**src/include/ckgen_pkg.sv**
```systemverilog
// constants, states and register map of the clock stop and interrupt logic
// Operation
// stop halts clocks and oscillator; pseudo-stop keeps the oscillator running.
// counters and dividers freeze in stop and resume without reinitialising.
// tick and watchdog counters keep counting in pseudo-stop when enabled.
// stop entry also raises power-saving requests to the voltage regulator.
// stop sequence: deselect pll clock, pll off, core off, system off.
// pseudo-stop in self-clock mode keeps pll, regulator, quality checks running.
// full stop in self-clock mode aborts check; full check restarts on exit.
// tick period elapse sets realtime flag; write one clears; enable gates.
// lock change either way sets lock flag; write one clears; enable gates.
// self-clock entry or exit sets flag; write one clears; enable gates.
// self-clock mode may change only while its enable bit is set.
// self-clock entry on failed check after reset, stop recovery, or clock loss.
// clock loss in wait with all enables starts pll, regulator, self-clock mode.
// each interrupt request is its flag AND its local enable.
package ckgen_pkg;
   localparam logic [7:0] CKGEN_OFS_CTRL   = 8'h00;
   localparam logic [7:0] CKGEN_OFS_STATUS = 8'h04;
   localparam logic [7:0] CKGEN_OFS_MASK   = 8'h08;
   localparam logic [7:0] CKGEN_OFS_TICK   = 8'h0c;
   localparam logic [7:0] CKGEN_OFS_STATE  = 8'h10;
   // control register bit positions
   localparam int CKGEN_B_PLLCLK = 0;
   localparam int CKGEN_B_PSEUDO = 1;
   localparam int CKGEN_B_PRE    = 2;
   localparam int CKGEN_B_WDRUN  = 3;
   localparam int CKGEN_B_SCKEN  = 4;
   localparam int CKGEN_B_MONEN  = 5;
   localparam int CKGEN_B_PLLON  = 6;
   // status and mask bit positions
   localparam int CKGEN_I_TICK    = 0;
   localparam int CKGEN_I_LOCK    = 1;
   localparam int CKGEN_I_SELFCLK = 2;
   localparam logic [6:0]  CKGEN_CTRL_RST = 7'h50;
   localparam logic [15:0] CKGEN_TICK_RST = 16'h00ff;
   localparam logic [3:0]  CKGEN_STEP_CYC = 4'h2;
   typedef enum logic [2:0] {
      CKGEN_RUN      = 3'b000,
      CKGEN_DESEL    = 3'b001,
      CKGEN_PLL_OFF  = 3'b010,
      CKGEN_CORE_OFF = 3'b011,
      CKGEN_SYS_OFF  = 3'b100,
      CKGEN_STOPPED  = 3'b101
   } ckgen_state_t;
endpackage

```
**src/rtl/ckgen_top.sv**
```systemverilog
// clock stop sequencing, self-clock mode and interrupt logic
`timescale 1ns/100ps
`default_nettype none
module ckgen_top
   import ckgen_pkg::*;
#(
   parameter int TICK_W = 16,
   parameter int WDOG_W = 16
) (
   // clock and reset
   input  wire logic        clk_sys,
   input  wire logic        rst,
   // ahb-lite slave
   input  wire logic        hsel,
   input  wire logic [7:0]  haddr,
   input  wire logic [1:0]  htrans,
   input  wire logic        hwrite,
   input  wire logic [2:0]  hsize,
   input  wire logic [31:0] hwdata,
   input  wire logic        hready,
   output logic [31:0]      hrdata,
   output logic             hreadyout,
   output logic             hresp,
   // core requests
   input  wire logic        stop_req,
   input  wire logic        wait_mode,
   input  wire logic        wakeup,
   // analog status
   input  wire logic        pll_lock,
   input  wire logic        clock_lost,
   input  wire logic        quality_ok,
   input  wire logic        quality_fail,
   // clock and power controls
   output logic             pll_clock_select,
   output logic             pll_enable,
   output logic             core_clk_en,
   output logic             sys_clk_en,
   output logic             osc_enable,
   output logic             regulator_enable,
   output logic             power_save_req,
   output logic             stop_active,
   output logic             check_run,
   output logic             check_restart,
   output logic             self_clock_mode,
   output logic             wait_exit,
   // interrupts
   output logic             irq_tick,
   output logic             irq_lock,
   output logic             irq_selfclk,
   output logic             irq
);
   ckgen_state_t state_r;
   logic [6:0]        ctrl_r;
   logic [2:0]        mask_r;
   logic [2:0]        flag_r;
   logic [2:0]        req;
   logic [2:0]        set_ev;
   logic [2:0]        clr_w1;
   logic [15:0]       tick_per_r;
   logic [3:0]        step_r;
   logic              wr_pend_r;
   logic [7:0]        wr_addr_r;
   logic              lock_d_r;
   logic              selfclk_d_r;
   logic              selfclk_nxt;
   logic              full_stop_r;
   logic              tick_run;
   logic              wdog_run;
   logic              tick_wrap;
   logic [TICK_W-1:0] tick_cnt;
   logic [WDOG_W-1:0] wdog_cnt;
   logic              pseudo;
   logic              step_done;

   function automatic logic is_sel(input logic [7:0] a, input logic [7:0] o);
      return a[7:2] == o[7:2];
   endfunction

   // ---------------- bus slave ----------------
   // zero wait states; every access is OKAY, unmapped reads give zero
   assign hreadyout = 1'b1;
   assign hresp     = 1'b0;

   always_ff @(posedge clk_sys) begin
      if (rst) begin
         wr_pend_r <= 1'b0;
         wr_addr_r <= 8'h00;
      end else if (hready) begin
         wr_pend_r <= hsel && htrans[1] && hwrite;
         wr_addr_r <= haddr;
      end
   end

   always_ff @(posedge clk_sys) begin
      if (rst) begin
         hrdata <= 32'h0000_0000;
      end else if (hready && hsel && htrans[1] && !hwrite) begin
         if (is_sel(haddr, CKGEN_OFS_CTRL)) begin
            hrdata <= {25'h0, ctrl_r[6:1], pll_clock_select};
         end else if (is_sel(haddr, CKGEN_OFS_STATUS)) begin
            hrdata <= {29'h0, flag_r};
         end else if (is_sel(haddr, CKGEN_OFS_MASK)) begin
            hrdata <= {29'h0, mask_r};
         end else if (is_sel(haddr, CKGEN_OFS_TICK)) begin
            hrdata <= {16'h0, tick_per_r};
         end else if (is_sel(haddr, CKGEN_OFS_STATE)) begin
            hrdata <= {24'h0, pll_lock, self_clock_mode, stop_active,
                       2'b00, state_r};
         end else begin
            hrdata <= 32'h0000_0000;
         end
      end
   end

   wire wr_ctrl = wr_pend_r && is_sel(wr_addr_r, CKGEN_OFS_CTRL);
   wire wr_stat = wr_pend_r && is_sel(wr_addr_r, CKGEN_OFS_STATUS);
   wire wr_mask = wr_pend_r && is_sel(wr_addr_r, CKGEN_OFS_MASK);
   wire wr_tick = wr_pend_r && is_sel(wr_addr_r, CKGEN_OFS_TICK);

   // pll select bit is also cleared by the stop sequence
   always_ff @(posedge clk_sys) begin
      if (rst) begin
         ctrl_r <= CKGEN_CTRL_RST;
      end else if (state_r == CKGEN_DESEL) begin
         ctrl_r[CKGEN_B_PLLCLK] <= 1'b0;
      end else if (wr_ctrl) begin
         ctrl_r <= hwdata[6:0];
      end
   end

   always_ff @(posedge clk_sys) begin
      if (rst) begin
         mask_r     <= 3'h0;
         tick_per_r <= CKGEN_TICK_RST;
      end else begin
         if (wr_mask) begin
            mask_r <= hwdata[2:0];
         end
         if (wr_tick) begin
            tick_per_r <= hwdata[15:0];
         end
      end
   end

   assign clr_w1 = wr_stat ? hwdata[2:0] : 3'h0;

   // ---------------- stop sequencer ----------------
   // each gating step waits a few cycles so clocks settle in order
   assign step_done = (step_r == CKGEN_STEP_CYC);
   assign pseudo    = ctrl_r[CKGEN_B_PSEUDO];

   always_ff @(posedge clk_sys) begin
      if (rst) begin
         step_r <= 4'h0;
      end else if (state_r == CKGEN_RUN || state_r == CKGEN_STOPPED ||
                   step_done) begin
         step_r <= 4'h0;
      end else begin
         step_r <= step_r + 4'h1;
      end
   end

   always_ff @(posedge clk_sys) begin
      if (rst) begin
         state_r <= CKGEN_RUN;
      end else begin
         unique case (state_r)
            CKGEN_RUN: begin
               if (stop_req) begin
                  state_r <= CKGEN_DESEL;
               end
            end
            CKGEN_DESEL: begin
               if (step_done) begin
                  state_r <= CKGEN_PLL_OFF;
               end
            end
            CKGEN_PLL_OFF: begin
               if (step_done) begin
                  state_r <= CKGEN_CORE_OFF;
               end
            end
            CKGEN_CORE_OFF: begin
               if (step_done) begin
                  state_r <= CKGEN_SYS_OFF;
               end
            end
            CKGEN_SYS_OFF: begin
               if (step_done) begin
                  state_r <= CKGEN_STOPPED;
               end
            end
            CKGEN_STOPPED: begin
               if (wakeup) begin
                  state_r <= CKGEN_RUN;
               end
            end
            default: begin
               state_r <= CKGEN_RUN;
            end
         endcase
      end
   end

   // remember a full stop so the exit can trigger a fresh check
   always_ff @(posedge clk_sys) begin
      if (rst) begin
         full_stop_r <= 1'b0;
      end else if (state_r == CKGEN_STOPPED && !pseudo) begin
         full_stop_r <= 1'b1;
      end else if (state_r == CKGEN_RUN) begin
         full_stop_r <= 1'b0;
      end
   end

   assign stop_active      = (state_r == CKGEN_STOPPED);
   assign pll_clock_select = ctrl_r[CKGEN_B_PLLCLK];
   assign core_clk_en      = (state_r == CKGEN_RUN) ||
                             (state_r == CKGEN_DESEL) ||
                             (state_r == CKGEN_PLL_OFF);
   assign sys_clk_en       = core_clk_en || (state_r == CKGEN_CORE_OFF);
   assign osc_enable       = !stop_active || pseudo;
   // request goes out in every stop; regulator enable stays separate
   assign power_save_req   = stop_active;
   // pll and regulator stay up in pseudo-stop under self-clock mode
   wire pll_keep = pseudo && self_clock_mode;
   wire pll_gone = (state_r == CKGEN_CORE_OFF) || (state_r == CKGEN_SYS_OFF)
                   || (state_r == CKGEN_PLL_OFF) || stop_active;
   assign pll_enable  = (ctrl_r[CKGEN_B_PLLON] || self_clock_mode) &&
                        (!pll_gone || pll_keep);
   assign regulator_enable = !stop_active || pll_keep;
   // full stop aborts an ongoing check, exit restarts a complete one
   assign check_run     = self_clock_mode && !quality_ok &&
                          !(stop_active && !pseudo);
   assign check_restart = full_stop_r && (state_r == CKGEN_STOPPED) &&
                          wakeup;

   // ---------------- self-clock mode ----------------
   always_comb begin
      selfclk_nxt = self_clock_mode;
      if (ctrl_r[CKGEN_B_SCKEN]) begin
         if (quality_fail || (ctrl_r[CKGEN_B_MONEN] && clock_lost)) begin
            selfclk_nxt = 1'b1;
         end else if (quality_ok) begin
            selfclk_nxt = 1'b0;
         end
      end
   end

   always_ff @(posedge clk_sys) begin
      if (rst) begin
         self_clock_mode <= 1'b0;
      end else begin
         self_clock_mode <= selfclk_nxt;
      end
   end

   // wait exit on clock loss only with all three enables set
   assign wait_exit = wait_mode && self_clock_mode &&
                      ctrl_r[CKGEN_B_MONEN] && ctrl_r[CKGEN_B_SCKEN] &&
                      mask_r[CKGEN_I_SELFCLK];

   // ---------------- counters ----------------
   assign tick_run = sys_clk_en ||
                     (stop_active && pseudo && ctrl_r[CKGEN_B_PRE]);
   assign wdog_run = sys_clk_en ||
                     (stop_active && pseudo && ctrl_r[CKGEN_B_WDRUN]);

   ckgen_counter #(.W(TICK_W)) u_tick (
      .clk_sys (clk_sys),
      .rst     (rst),
      .run     (tick_run),
      .period  (TICK_W'(tick_per_r)),
      .wrap    (tick_wrap),
      .count_r (tick_cnt)
   );

   ckgen_counter #(.W(WDOG_W)) u_wdog (
      .clk_sys (clk_sys),
      .rst     (rst),
      .run     (wdog_run),
      .period  ({WDOG_W{1'b1}}),
      .wrap    (),
      .count_r (wdog_cnt)
   );

   // ---------------- interrupt events ----------------
   always_ff @(posedge clk_sys) begin
      if (rst) begin
         lock_d_r <= 1'b0;
         selfclk_d_r <= 1'b0;
      end else begin
         lock_d_r <= pll_lock;
         selfclk_d_r <= self_clock_mode;
      end
   end

   assign set_ev[CKGEN_I_TICK]    = tick_wrap;
   assign set_ev[CKGEN_I_LOCK]    = pll_lock ^ lock_d_r;
   assign set_ev[CKGEN_I_SELFCLK] = self_clock_mode ^ selfclk_d_r;

   ckgen_flags #(.N(3)) u_flags (
      .clk_sys (clk_sys),
      .rst     (rst),
      .set_ev  (set_ev),
      .clr_w1  (clr_w1),
      .enable  (mask_r),
      .flag_r  (flag_r),
      .req     (req)
   );

   assign irq_tick    = req[CKGEN_I_TICK];
   assign irq_lock    = req[CKGEN_I_LOCK];
   assign irq_selfclk = req[CKGEN_I_SELFCLK];
   assign irq      = |req;
endmodule
`default_nettype wire

```
**src/rtl/ckgen_counter.sv**
```systemverilog
// free counter with freeze input, wraps with a one-cycle pulse
`timescale 1ns/100ps
`default_nettype none
module ckgen_counter
   import ckgen_pkg::*;
#(
   parameter int W = 16
) (
   // clock and reset
   input  wire logic         clk_sys,
   input  wire logic         rst,
   // control
   input  wire logic         run,
   input  wire logic [W-1:0] period,
   // status
   output logic              wrap,
   output logic [W-1:0]      count_r
);
   // frozen value is kept, never reloaded
   always_ff @(posedge clk_sys) begin
      if (rst) begin
         count_r <= '0;
      end else if (run) begin
         count_r <= (count_r >= period) ? '0 : count_r + 1'b1;
      end
   end
   assign wrap = run && (count_r >= period);
endmodule
`default_nettype wire

```
**src/rtl/ckgen_flags.sv**
```systemverilog
// sticky interrupt flags, write-one-to-clear, set wins over clear
`timescale 1ns/100ps
`default_nettype none
module ckgen_flags
   import ckgen_pkg::*;
#(
   parameter int N = 3
) (
   // clock and reset
   input  wire logic         clk_sys,
   input  wire logic         rst,
   // events and clears
   input  wire logic [N-1:0] set_ev,
   input  wire logic [N-1:0] clr_w1,
   input  wire logic [N-1:0] enable,
   // outputs
   output logic [N-1:0]      flag_r,
   output logic [N-1:0]      req
);
   genvar i;
   generate
      for (i = 0; i < N; i++) begin : g_flag
         always_ff @(posedge clk_sys) begin
            if (rst) begin
               flag_r[i] <= 1'b0;
            end else if (set_ev[i]) begin
               flag_r[i] <= 1'b1;
            end else if (clr_w1[i]) begin
               flag_r[i] <= 1'b0;
            end
         end
         assign req[i] = flag_r[i] & enable[i];
      end
   endgenerate
endmodule
`default_nettype wire

```
**config.mk**
```make
export PLATFORM = sky130hd
export DESIGN_NAME = ckgen_top
export DESIGN_NICKNAME = d
export VERILOG_FILES = /design/src/include/ckgen_pkg.sv /design/src/rtl/ckgen_top.sv /design/src/rtl/ckgen_counter.sv /design/src/rtl/ckgen_flags.sv
export SDC_FILE = /design/constraint.sdc
export NUM_CORES = 1
export LEC_CHECK = 0
export BUFFER_PORTS_ARGS = -buffer_cell sky130_fd_sc_hd__buf_2
export CORE_MARGIN = 2
export CORE_UTILIZATION = 57
export CTS_CLUSTER_SIZE = 20
export DETAILED_ROUTE_END_ITERATION = 16
export MAX_ROUTING_LAYER = met4
export PLACE_DENSITY = 0.9
export RECOVER_POWER = 50
export SLEW_MARGIN = 20
export SYNTH_ARGS = -nofsm -noshare
export SYNTH_HDL_FRONTEND = slang
export SYNTH_SLANG_ARGS = --single-unit
```
**constraint.sdc**
```tcl
create_clock -name clk_sys -period 5.5 [get_ports clk_sys]
set_clock_uncertainty 0.05 [all_clocks]
set_input_delay 0 -clock clk_sys [delete_from_list [all_inputs] [get_ports clk_sys]]
set_output_delay 0 -clock clk_sys [all_outputs]
set_load 0.05 [all_outputs]
```
==> flow_metrics.env, run 1 <==
export IMPL_outcome="finished, final reports clean"
export IMPL_fin_util_pct=69.31
export IMPL_grt_pass1_vias=3693
export IMPL_core_sq_um=6869
export IMPL_gp_routability_congestion=0.9005
export IMPL_floorplan_die_area_sq_um=7893
export IMPL_p_leak_nw=1.890
export IMPL_synth_edf_count=0
export IMPL_routed_via_density=5.918
export IMPL_cts_max_path_buffers=2
export IMPL_ys_seq_elements=79
export IMPL_drt_total_wl_mm=11.07
export IMPL_ir_drop_v=0.0001719
export IMPL_ctsResizeCount=0
export IMPL_cts_num_sinks=79
export IMPL_start_util_pct=59.73
export IMPL_sequentialPowerShare_pct=49.5
export IMPL_hp_class="in2reg"
export IMPL_startpoint="wr_pend_r$_SDFFE_PP0P_"
export IMPL_timing_final_ws_setup_ns=2.979
export IMPL_switchingPower_mw=0.3216
export IMPL_final_net_count=637
export IMPL_power_per_cell_area_nw_per_um2=252.8
export IMPL_ctsHtreeMaxLevel=3
export IMPL_cap_violations=0
export IMPL_synth_fa_ha_area_share_pct=6.099
export IMPL_pwr_share_clk_pct=40.3
export IMPL_syn_area_sq_um=4103
export IMPL_insertion_delay_ns=0.36
export IMPL_max_stage_delay_ns=0.67
export IMPL_floorplan_io_pins=107
export IMPL_ys_warn_count=0
export IMPL_placement_io_buffers=66
export IMPL_place_inst=618
export IMPL_start_kind="flip-flop"
export IMPL_power_total_mw=1.203
export IMPL_timing_critical_path_fanout_max=6
export IMPL_global_route_wire_length_before_repair_mm=17.52
export IMPL_synthDominantAreaCellType="sky130_fd_sc_hd__dfxtp_1"
export IMPL_synth_compound_gate_area_share_pct=15.77
export IMPL_async_reset_ff_share_pct=0
export IMPL_yosysMostFrequentCell="sky130_fd_sc_hd__dfxtp_1"
export IMPL_synth_area_leaders="sky130_fd_sc_hd__dfxtp_1 39%, sky130_fd_sc_hd__ha_1 6.1%, sky130_fd_sc_hd__nand2_1 5.9%, sky130_fd_sc_hd__a21oi_1 5.9%, sky130_fd_sc_hd__mux2i_1 3.9%"
export IMPL_antennaDiodeCount=0
export IMPL_worst_path_arrival_ns=2.69
export IMPL_r2r_slack_ns=2.98
export IMPL_synth_top_cells_by_count="79 x sky130_fd_sc_hd__dfxtp_1, 65 x sky130_fd_sc_hd__nand2_1, 48 x sky130_fd_sc_hd__a21oi_1"
export IMPL_final_slew_violations=0
export IMPL_detailedRoute_firstIterationViolations=358
export IMPL_synthesis_area_per_instance_sq_um=8.477
export IMPL_grt_usage_pct=30.05
export IMPL_slew_limit_headroom_pct=30.32
export IMPL_timing_critical_path_to_type="flip-flop"
export IMPL_synth_top_family_by_area="simple AND/OR/NAND/NOR gates"
export IMPL_route_detailed_drc=0
export IMPL_setup_worst_path_class="reg2reg"
export IMPL_critical_path_top_delay_family="simple AND/OR/NAND/NOR gates"
export IMPL_synth_largest_type_area_fraction_pct=38.55
export IMPL_worst_ep_required_time_ns=5.67
export IMPL_final_layout_size_suffix_gt1_share_pct=10.44
export IMPL_maxClockFrequency_ghz=0.3966
export IMPL_total_clock_buffers_created_by_cts=9
export IMPL_hp_start="haddr[2]"
export IMPL_fillerInstances=508
export IMPL_cts_tree="built"
export IMPL_route_vias_total=3912
export IMPL_clkTransAtPathRegs_ns=0.08
export IMPL_antenna_found_initial=0
export IMPL_num_rows=30
export IMPL_clock_tree_root_cell="sky130_fd_sc_hd__clkbuf_8"
export IMPL_finalCritPeriodShare_pct=45.84
export IMPL_synth_seq_area_share_pct=38.55
export IMPL_p_sw_share_pct=26.72
export IMPL_combPwrFrac_pct=10.2
export IMPL_pre_cts_slack_ns=3.016
export IMPL_synthMuxAreaShare_pct=3.904
export IMPL_timing_final_setup_violations=0
export IMPL_area_growth_syn_to_layout_pct=16.04
export IMPL_unrepaired_setup_endpoints_after_global_routing="false"
export IMPL_die_height_um=88.84
export IMPL_dp_hpwl_mm=7.344
export IMPL_die_width_um=88.84
export IMPL_internal_portion_of_total_power_mw=0.8818
export IMPL_setup_total_negative_slack_ns=0
export IMPL_crit_path_top_delay_cell="sky130_fd_sc_hd__nor4_1"
export IMPL_finalCriticalPeriod_ns=2.521
export IMPL_final_cell_count_no_fill=661
export IMPL_antenna_violating_nets_remaining=0
export IMPL_critical_path_reg2reg_startpoint="wr_pend_r$_SDFFE_PP0P_"
export IMPL_synthDistinctLibCells=55
export IMPL_pin_count_of_the_biggest_net_entering_global_routing=44
export IMPL_worst_slew_pin_transition_ns=1.045
export IMPL_synth_top_flop_cell="sky130_fd_sc_hd__dfxtp_1"
export IMPL_global_route_total_overflow=0
export IMPL_hold_violations=0
export IMPL_detail_route_wl_per_cell_um=16.75
export IMPL_drt_pre_antenna_iters=6
export IMPL_postSynthCellCount=484
export IMPL_crit_path_buffers_inverters=0
export IMPL_synth_xor_area_share_pct=4.483
export IMPL_crit_chain="or4b_1, nor4_1, nand2_1, mux2i_1, nor2_1"
export IMPL_synthSimpleGateAreaFrac_pct=22.02
[worst register-to-register path, stage by stage (launching register included)]
cell                      delay, ns
sky130_fd_sc_hd__dfxtp_1       0.44
sky130_fd_sc_hd__or4b_1        0.51
sky130_fd_sc_hd__nor4_1        0.67
sky130_fd_sc_hd__nand2_1       0.40
sky130_fd_sc_hd__mux2i_1       0.26
sky130_fd_sc_hd__nor2_1        0.05
[metal layers]
| layer | vias to the layer above | routed length, um | global-route usage (%) |
|---|---|---|---|
| met4 | 0 | 386 | 13.22 |
| met5 | - | 0 | - |
| met2 | 244 | 5302 | 48.24 |
| li1 | 1806 | - | - |
| met3 | 52 | 1072 | 7.649 |
| met1 | 1810 | 4310 | 35.51 |
[final cells by class]
cell class	instances	area (sq um)	area share (%)
multi-input combinational	353	2188	45.97
sequential	79	1582	33.22
timing repair buffer	93	559.3	11.75
clock buffer	10	127.6	2.681
tap	96	120.1	2.523
clock inverter	6	93.84	1.971
inverter	24	90.09	1.892
[final timing paths]
kind                          endpoint  cells past startpoint
max             ctrl_r[5]$_SDFFE_PP0P_                      5
min reg2reg     hrdata[9]$_SDFFE_PP0P_                      2
max reg2reg     ctrl_r[5]$_SDFFE_PP0P_                      5
min          wr_addr_r[2]$_SDFFE_PP0P_                      3
[logic make-up after synthesis]
group / Yosys count
and+or+nand+nor: 177
AOI/OAI and AO/OA: 101
DFF: 79
buffers and inverters: 68
xor gates and xnor gates: 21
adders and majority gates: 20
muxes: 16
other: 2
[metrics by stage]
stage | hold slack (ns) | instance area (sq um)
after floorplan | 0.07415 | 4163
after global placement | 0.1945 | 4334
after detailed placement | 0.2010 | 4334
after CTS | 0.005843 | 4826
after global routing | 0.03426 | 4761
final | 0.01091 | 4761
[power by group through the flow]
stage | clock, mW | combinational, mW | sequential [mW]
after floorplan | 0 | 0.0852 | 0.610
after global placement | 0 | 0.102 | 0.608
after detailed placement | 0 | 0.105 | 0.609
after CTS | 0.484 | 0.120 | 0.596
after global routing | 0.515 | 0.132 | 0.597
final | 0.485 | 0.123 | 0.596
[layout by cell type, fill, tap and decap left out, types with 8 or more instances in the layout]
| cell type | synthesis | routed |
|---|---|---|
| sky130_fd_sc_hd__clkbuf_8 | 0 | 9 |
| sky130_fd_sc_hd__ha_1 | 20 | 20 |
| sky130_fd_sc_hd__dfxtp_1 | 79 | 79 |
| sky130_fd_sc_hd__dlygate4sd3_1 | 0 | 27 |
| sky130_fd_sc_hd__o211ai_1 | 9 | 9 |
| sky130_fd_sc_hd__clkbuf_1 | 16 | 34 |
| sky130_fd_sc_hd__xnor2_1 | 18 | 18 |
| sky130_fd_sc_hd__nor3_1 | 7 | 8 |
| sky130_fd_sc_hd__buf_2 | 4 | 33 |
| sky130_fd_sc_hd__nand2_1 | 65 | 65 |
| sky130_fd_sc_hd__conb_1 | 2 | 18 |
| sky130_fd_sc_hd__mux2i_1 | 16 | 16 |
| sky130_fd_sc_hd__nor2_1 | 37 | 37 |
| sky130_fd_sc_hd__inv_1 | 24 | 24 |
| sky130_fd_sc_hd__o21ai_0 | 13 | 13 |
| sky130_fd_sc_hd__nand3_1 | 20 | 20 |
| sky130_fd_sc_hd__a21oi_1 | 48 | 48 |
[repair_timing]
item	CTS	global route
endpoints found under the hold margin	39	0
setup buffers	0	0
setup endpoints to repair	0	0
hold buffers	27	0
[registers in the layout, indices dropped and copies added (netlist names)]
register,flops
wr_pend_r,1
u_flags.flag_r,3
step_r,4
ctrl_r,7
state_r,3
lock_d_r,1
hrdata,16
u_tick.count_r,16
self_clock_mode,1
tick_per_r,16
selfclk_d_r,1
mask_r,3
full_stop_r,1
wr_addr_r,6
Power figures use the tool's default switching activity.
==> inputs of run 2 (changes only) <==
--- a/config.mk
+++ b/config.mk
@@ -7,11 +7,11 @@
 export LEC_CHECK = 0
 export BUFFER_PORTS_ARGS = -buffer_cell sky130_fd_sc_hd__buf_2
 export CORE_MARGIN = 2
-export CORE_UTILIZATION = 57
+export CORE_UTILIZATION = 48
 export CTS_CLUSTER_SIZE = 20
 export DETAILED_ROUTE_END_ITERATION = 16
 export MAX_ROUTING_LAYER = met4
-export PLACE_DENSITY = 0.9
+export PLACE_DENSITY = 0.81
 export RECOVER_POWER = 50
 export SLEW_MARGIN = 20
 export SYNTH_ARGS = -nofsm -noshare
==> constraint.sdc (replaced) <==
create_clock -name clk_sys -period 2.13 [get_ports clk_sys]
set_clock_uncertainty 0.05 [all_clocks]
set_input_delay 0 -clock clk_sys [delete_from_list [all_inputs] [get_ports clk_sys]]
set_output_delay 0 -clock clk_sys [all_outputs]
set_load 0.05 [all_outputs]
==> flow_metrics.env, run 2 (synthesized netlist as in run 1, its figures left out) <==
export IMPL_start_util_pct=49.68
export IMPL_power_per_cell_area_nw_per_um2=642.6
export IMPL_antenna_found_initial=0
export IMPL_cts_num_sinks=79
export IMPL_p_sw_share_pct=25.64
export IMPL_clkTransAtPathRegs_ns=0.08
export IMPL_pwr_share_clk_pct=40.8
export IMPL_ir_drop_v=0.0003642
export IMPL_finalInstanceArea_sq_um=4892
export IMPL_floorplan_die_area_sq_um=9303
export IMPL_internal_portion_of_total_power_mw=2.338
export IMPL_route_vias_total=3784
export IMPL_die_width_um=96.45
export IMPL_cts_max_path_buffers=2
export IMPL_num_rows=33
export IMPL_cts_tree="built"
export IMPL_timing_final_setup_violations=0
export IMPL_drt_total_wl_mm=10.39
export IMPL_place_inst=639
export IMPL_worst_ep_required_time_ns=2.33
export IMPL_final_cell_count_no_fill=682
export IMPL_timing_critical_path_to_type="flip-flop"
export IMPL_floorplan_io_pins=107
export IMPL_final_layout_size_suffix_gt1_share_pct=13.52
export IMPL_post_cts_repair_setup_buffers=0
export IMPL_final_slew_violations=0
export IMPL_dp_hpwl_mm=7.204
export IMPL_routed_via_density=5.548
export IMPL_die_height_um=96.45
export IMPL_standard_cell_area_after_detailed_placement_sq_um=4436
export IMPL_antennaDiodeCount=0
export IMPL_grt_pass1_vias=3566
export IMPL_clock_tree_root_cell="sky130_fd_sc_hd__clkbuf_8"
export IMPL_total_clock_buffers_created_by_cts=9
export IMPL_met3_wl_um=789
export IMPL_reg_largest_list="hrdata: 16 flops, tick_per_r: 16 flops, u_tick.count_r: 16 flops"
export IMPL_detail_route_wl_per_cell_um=15.23
export IMPL_outcome="finished, final reports clean"
export IMPL_ctsResizeCount=0
export IMPL_gp_routability_congestion=0.9506
export IMPL_grt_usage_pct=23.61
export IMPL_placement_io_buffers=66
export IMPL_cap_violations=0
export IMPL_setup_worst_path_class="reg2reg"
export IMPL_start_kind="flip-flop"
export IMPL_setup_total_negative_slack_ns=0
export IMPL_multiInputGateArea_sq_um=2212
export IMPL_unrepaired_setup_endpoints_after_global_routing="false"
export IMPL_worst_path_arrival_ns=2.19
export IMPL_hp_class="in2reg"
export IMPL_insertion_delay_ns=0.36
export IMPL_ctsHtreeMaxLevel=3
export IMPL_topRoutingLayerUsed="met4"
export IMPL_pin_count_of_the_biggest_net_entering_global_routing=43
export IMPL_drt_pre_antenna_iters=6
export IMPL_slew_limit_headroom_pct=38.47
export IMPL_detailedRoute_firstIterationViolations=261
export IMPL_combPwrFrac_pct=10.4
export IMPL_area_growth_syn_to_layout_pct=19.24
export IMPL_maxClockFrequency_ghz=0.5016
export IMPL_fillerInstances=688
export IMPL_core_sq_um=8258
export IMPL_layout_area_seq_sq_um=1582
export IMPL_global_route_wire_length_before_repair_mm=16.46
export IMPL_finalCritPeriodShare_pct=93.59
export IMPL_worst_slew_pin_transition_ns=0.9230
export IMPL_hold_violations=0
export IMPL_hold_bufs_at_cts=27
export IMPL_layout_cells_most_common_list="79 x sky130_fd_sc_hd__dfxtp_1, 65 x sky130_fd_sc_hd__nand2_1, 48 x sky130_fd_sc_hd__a21oi_1"
export IMPL_met2WireLength_mm=5.045
export IMPL_final_common_cell="sky130_fd_sc_hd__dfxtp_1"
export IMPL_timing_critical_path_fanout_max=18
export IMPL_p_leak_nw=1.965
export IMPL_antenna_violating_nets_remaining=0
export IMPL_final_net_count=649
export IMPL_global_route_total_overflow=0
export IMPL_route_detailed_drc=0
export IMPL_sequentialPowerShare_pct=48.8
export IMPL_switchingPower_mw=0.8060
export IMPL_wl_met1_mm=4.388
export IMPL_finalCriticalPeriod_ns=1.993
-- run 2: critical path, cell delays in order, from the launching register on --
cell                       delay [ns]
sky130_fd_sc_hd__dfxtp_1         0.53
sky130_fd_sc_hd__and3b_1         0.29
sky130_fd_sc_hd__a311oi_4        0.11
sky130_fd_sc_hd__buf_4           0.24
sky130_fd_sc_hd__nor4_1          0.42
sky130_fd_sc_hd__xnor2_1         0.18
sky130_fd_sc_hd__a21oi_1         0.06
-- run 2: worst paths after layout --
check / to / slack [ns] / from / cells past startpoint
hold reg to reg: hrdata[9]$_SDFFE_PP0P_ / 0.40 / hrdata[9]$_SDFFE_PP0P_ / 2
setup / recovery: u_tick.count_r[14]$_SDFFE_PP0P_ / 0.14 / state_r[2]$_SDFFE_PP0P_ / 6
setup reg to reg: u_tick.count_r[14]$_SDFFE_PP0P_ / 0.14 / state_r[2]$_SDFFE_PP0P_ / 6
hold / removal: wr_addr_r[4]$_SDFFE_PP0P_ / 0.02 / hready / 3
-- run 2: layout make-up --
class	count	share of cell area (%)
clock buffer	11	3.095
clock inverter	5	1.637
inverter	24	1.841
multi-input combinational	353	45.22
sequential	79	32.33
tap	105	2.685
timing repair buffer	105	13.20
-- run 2: through the flow --
stage	power [mW]	util (%)	setup WS, ns	hold WS [ns]
6_report	3.144	59.24	0.1366	0.02059
5_1_grt	3.239	59.24	0.01053	0.03793
3_5_place_dp	1.855	53.71	0.1651	0.1968
3_3_place_gp	1.845	53.71	0.2465	0.1959
2_1_floorplan	1.795	-	0.1730	0.07415
4_1_cts	3.150	59.79	0.1454	0.01452
-- run 2: layer usage --
layer | global-route usage, % | vias up
met4 | 9.742 | 0
met2 | 38.14 | 164
li1 | - | 1830
met3 | 6.051 | 13
met5 | - | -
met1 | 28.14 | 1777
-- run 2: power by group through the flow --
| stage | Clock [mW] | Sequential (mW) | Combinational, mW |
|---|---|---|---|
| after CTS | 1.29 | 1.53 | 0.326 |
| after global placement | 0 | 1.57 | 0.279 |
| after floorplan | 0 | 1.57 | 0.220 |
| final | 1.28 | 1.53 | 0.328 |
| after detailed placement | 0 | 1.57 | 0.288 |
| after global routing | 1.35 | 1.54 | 0.353 |
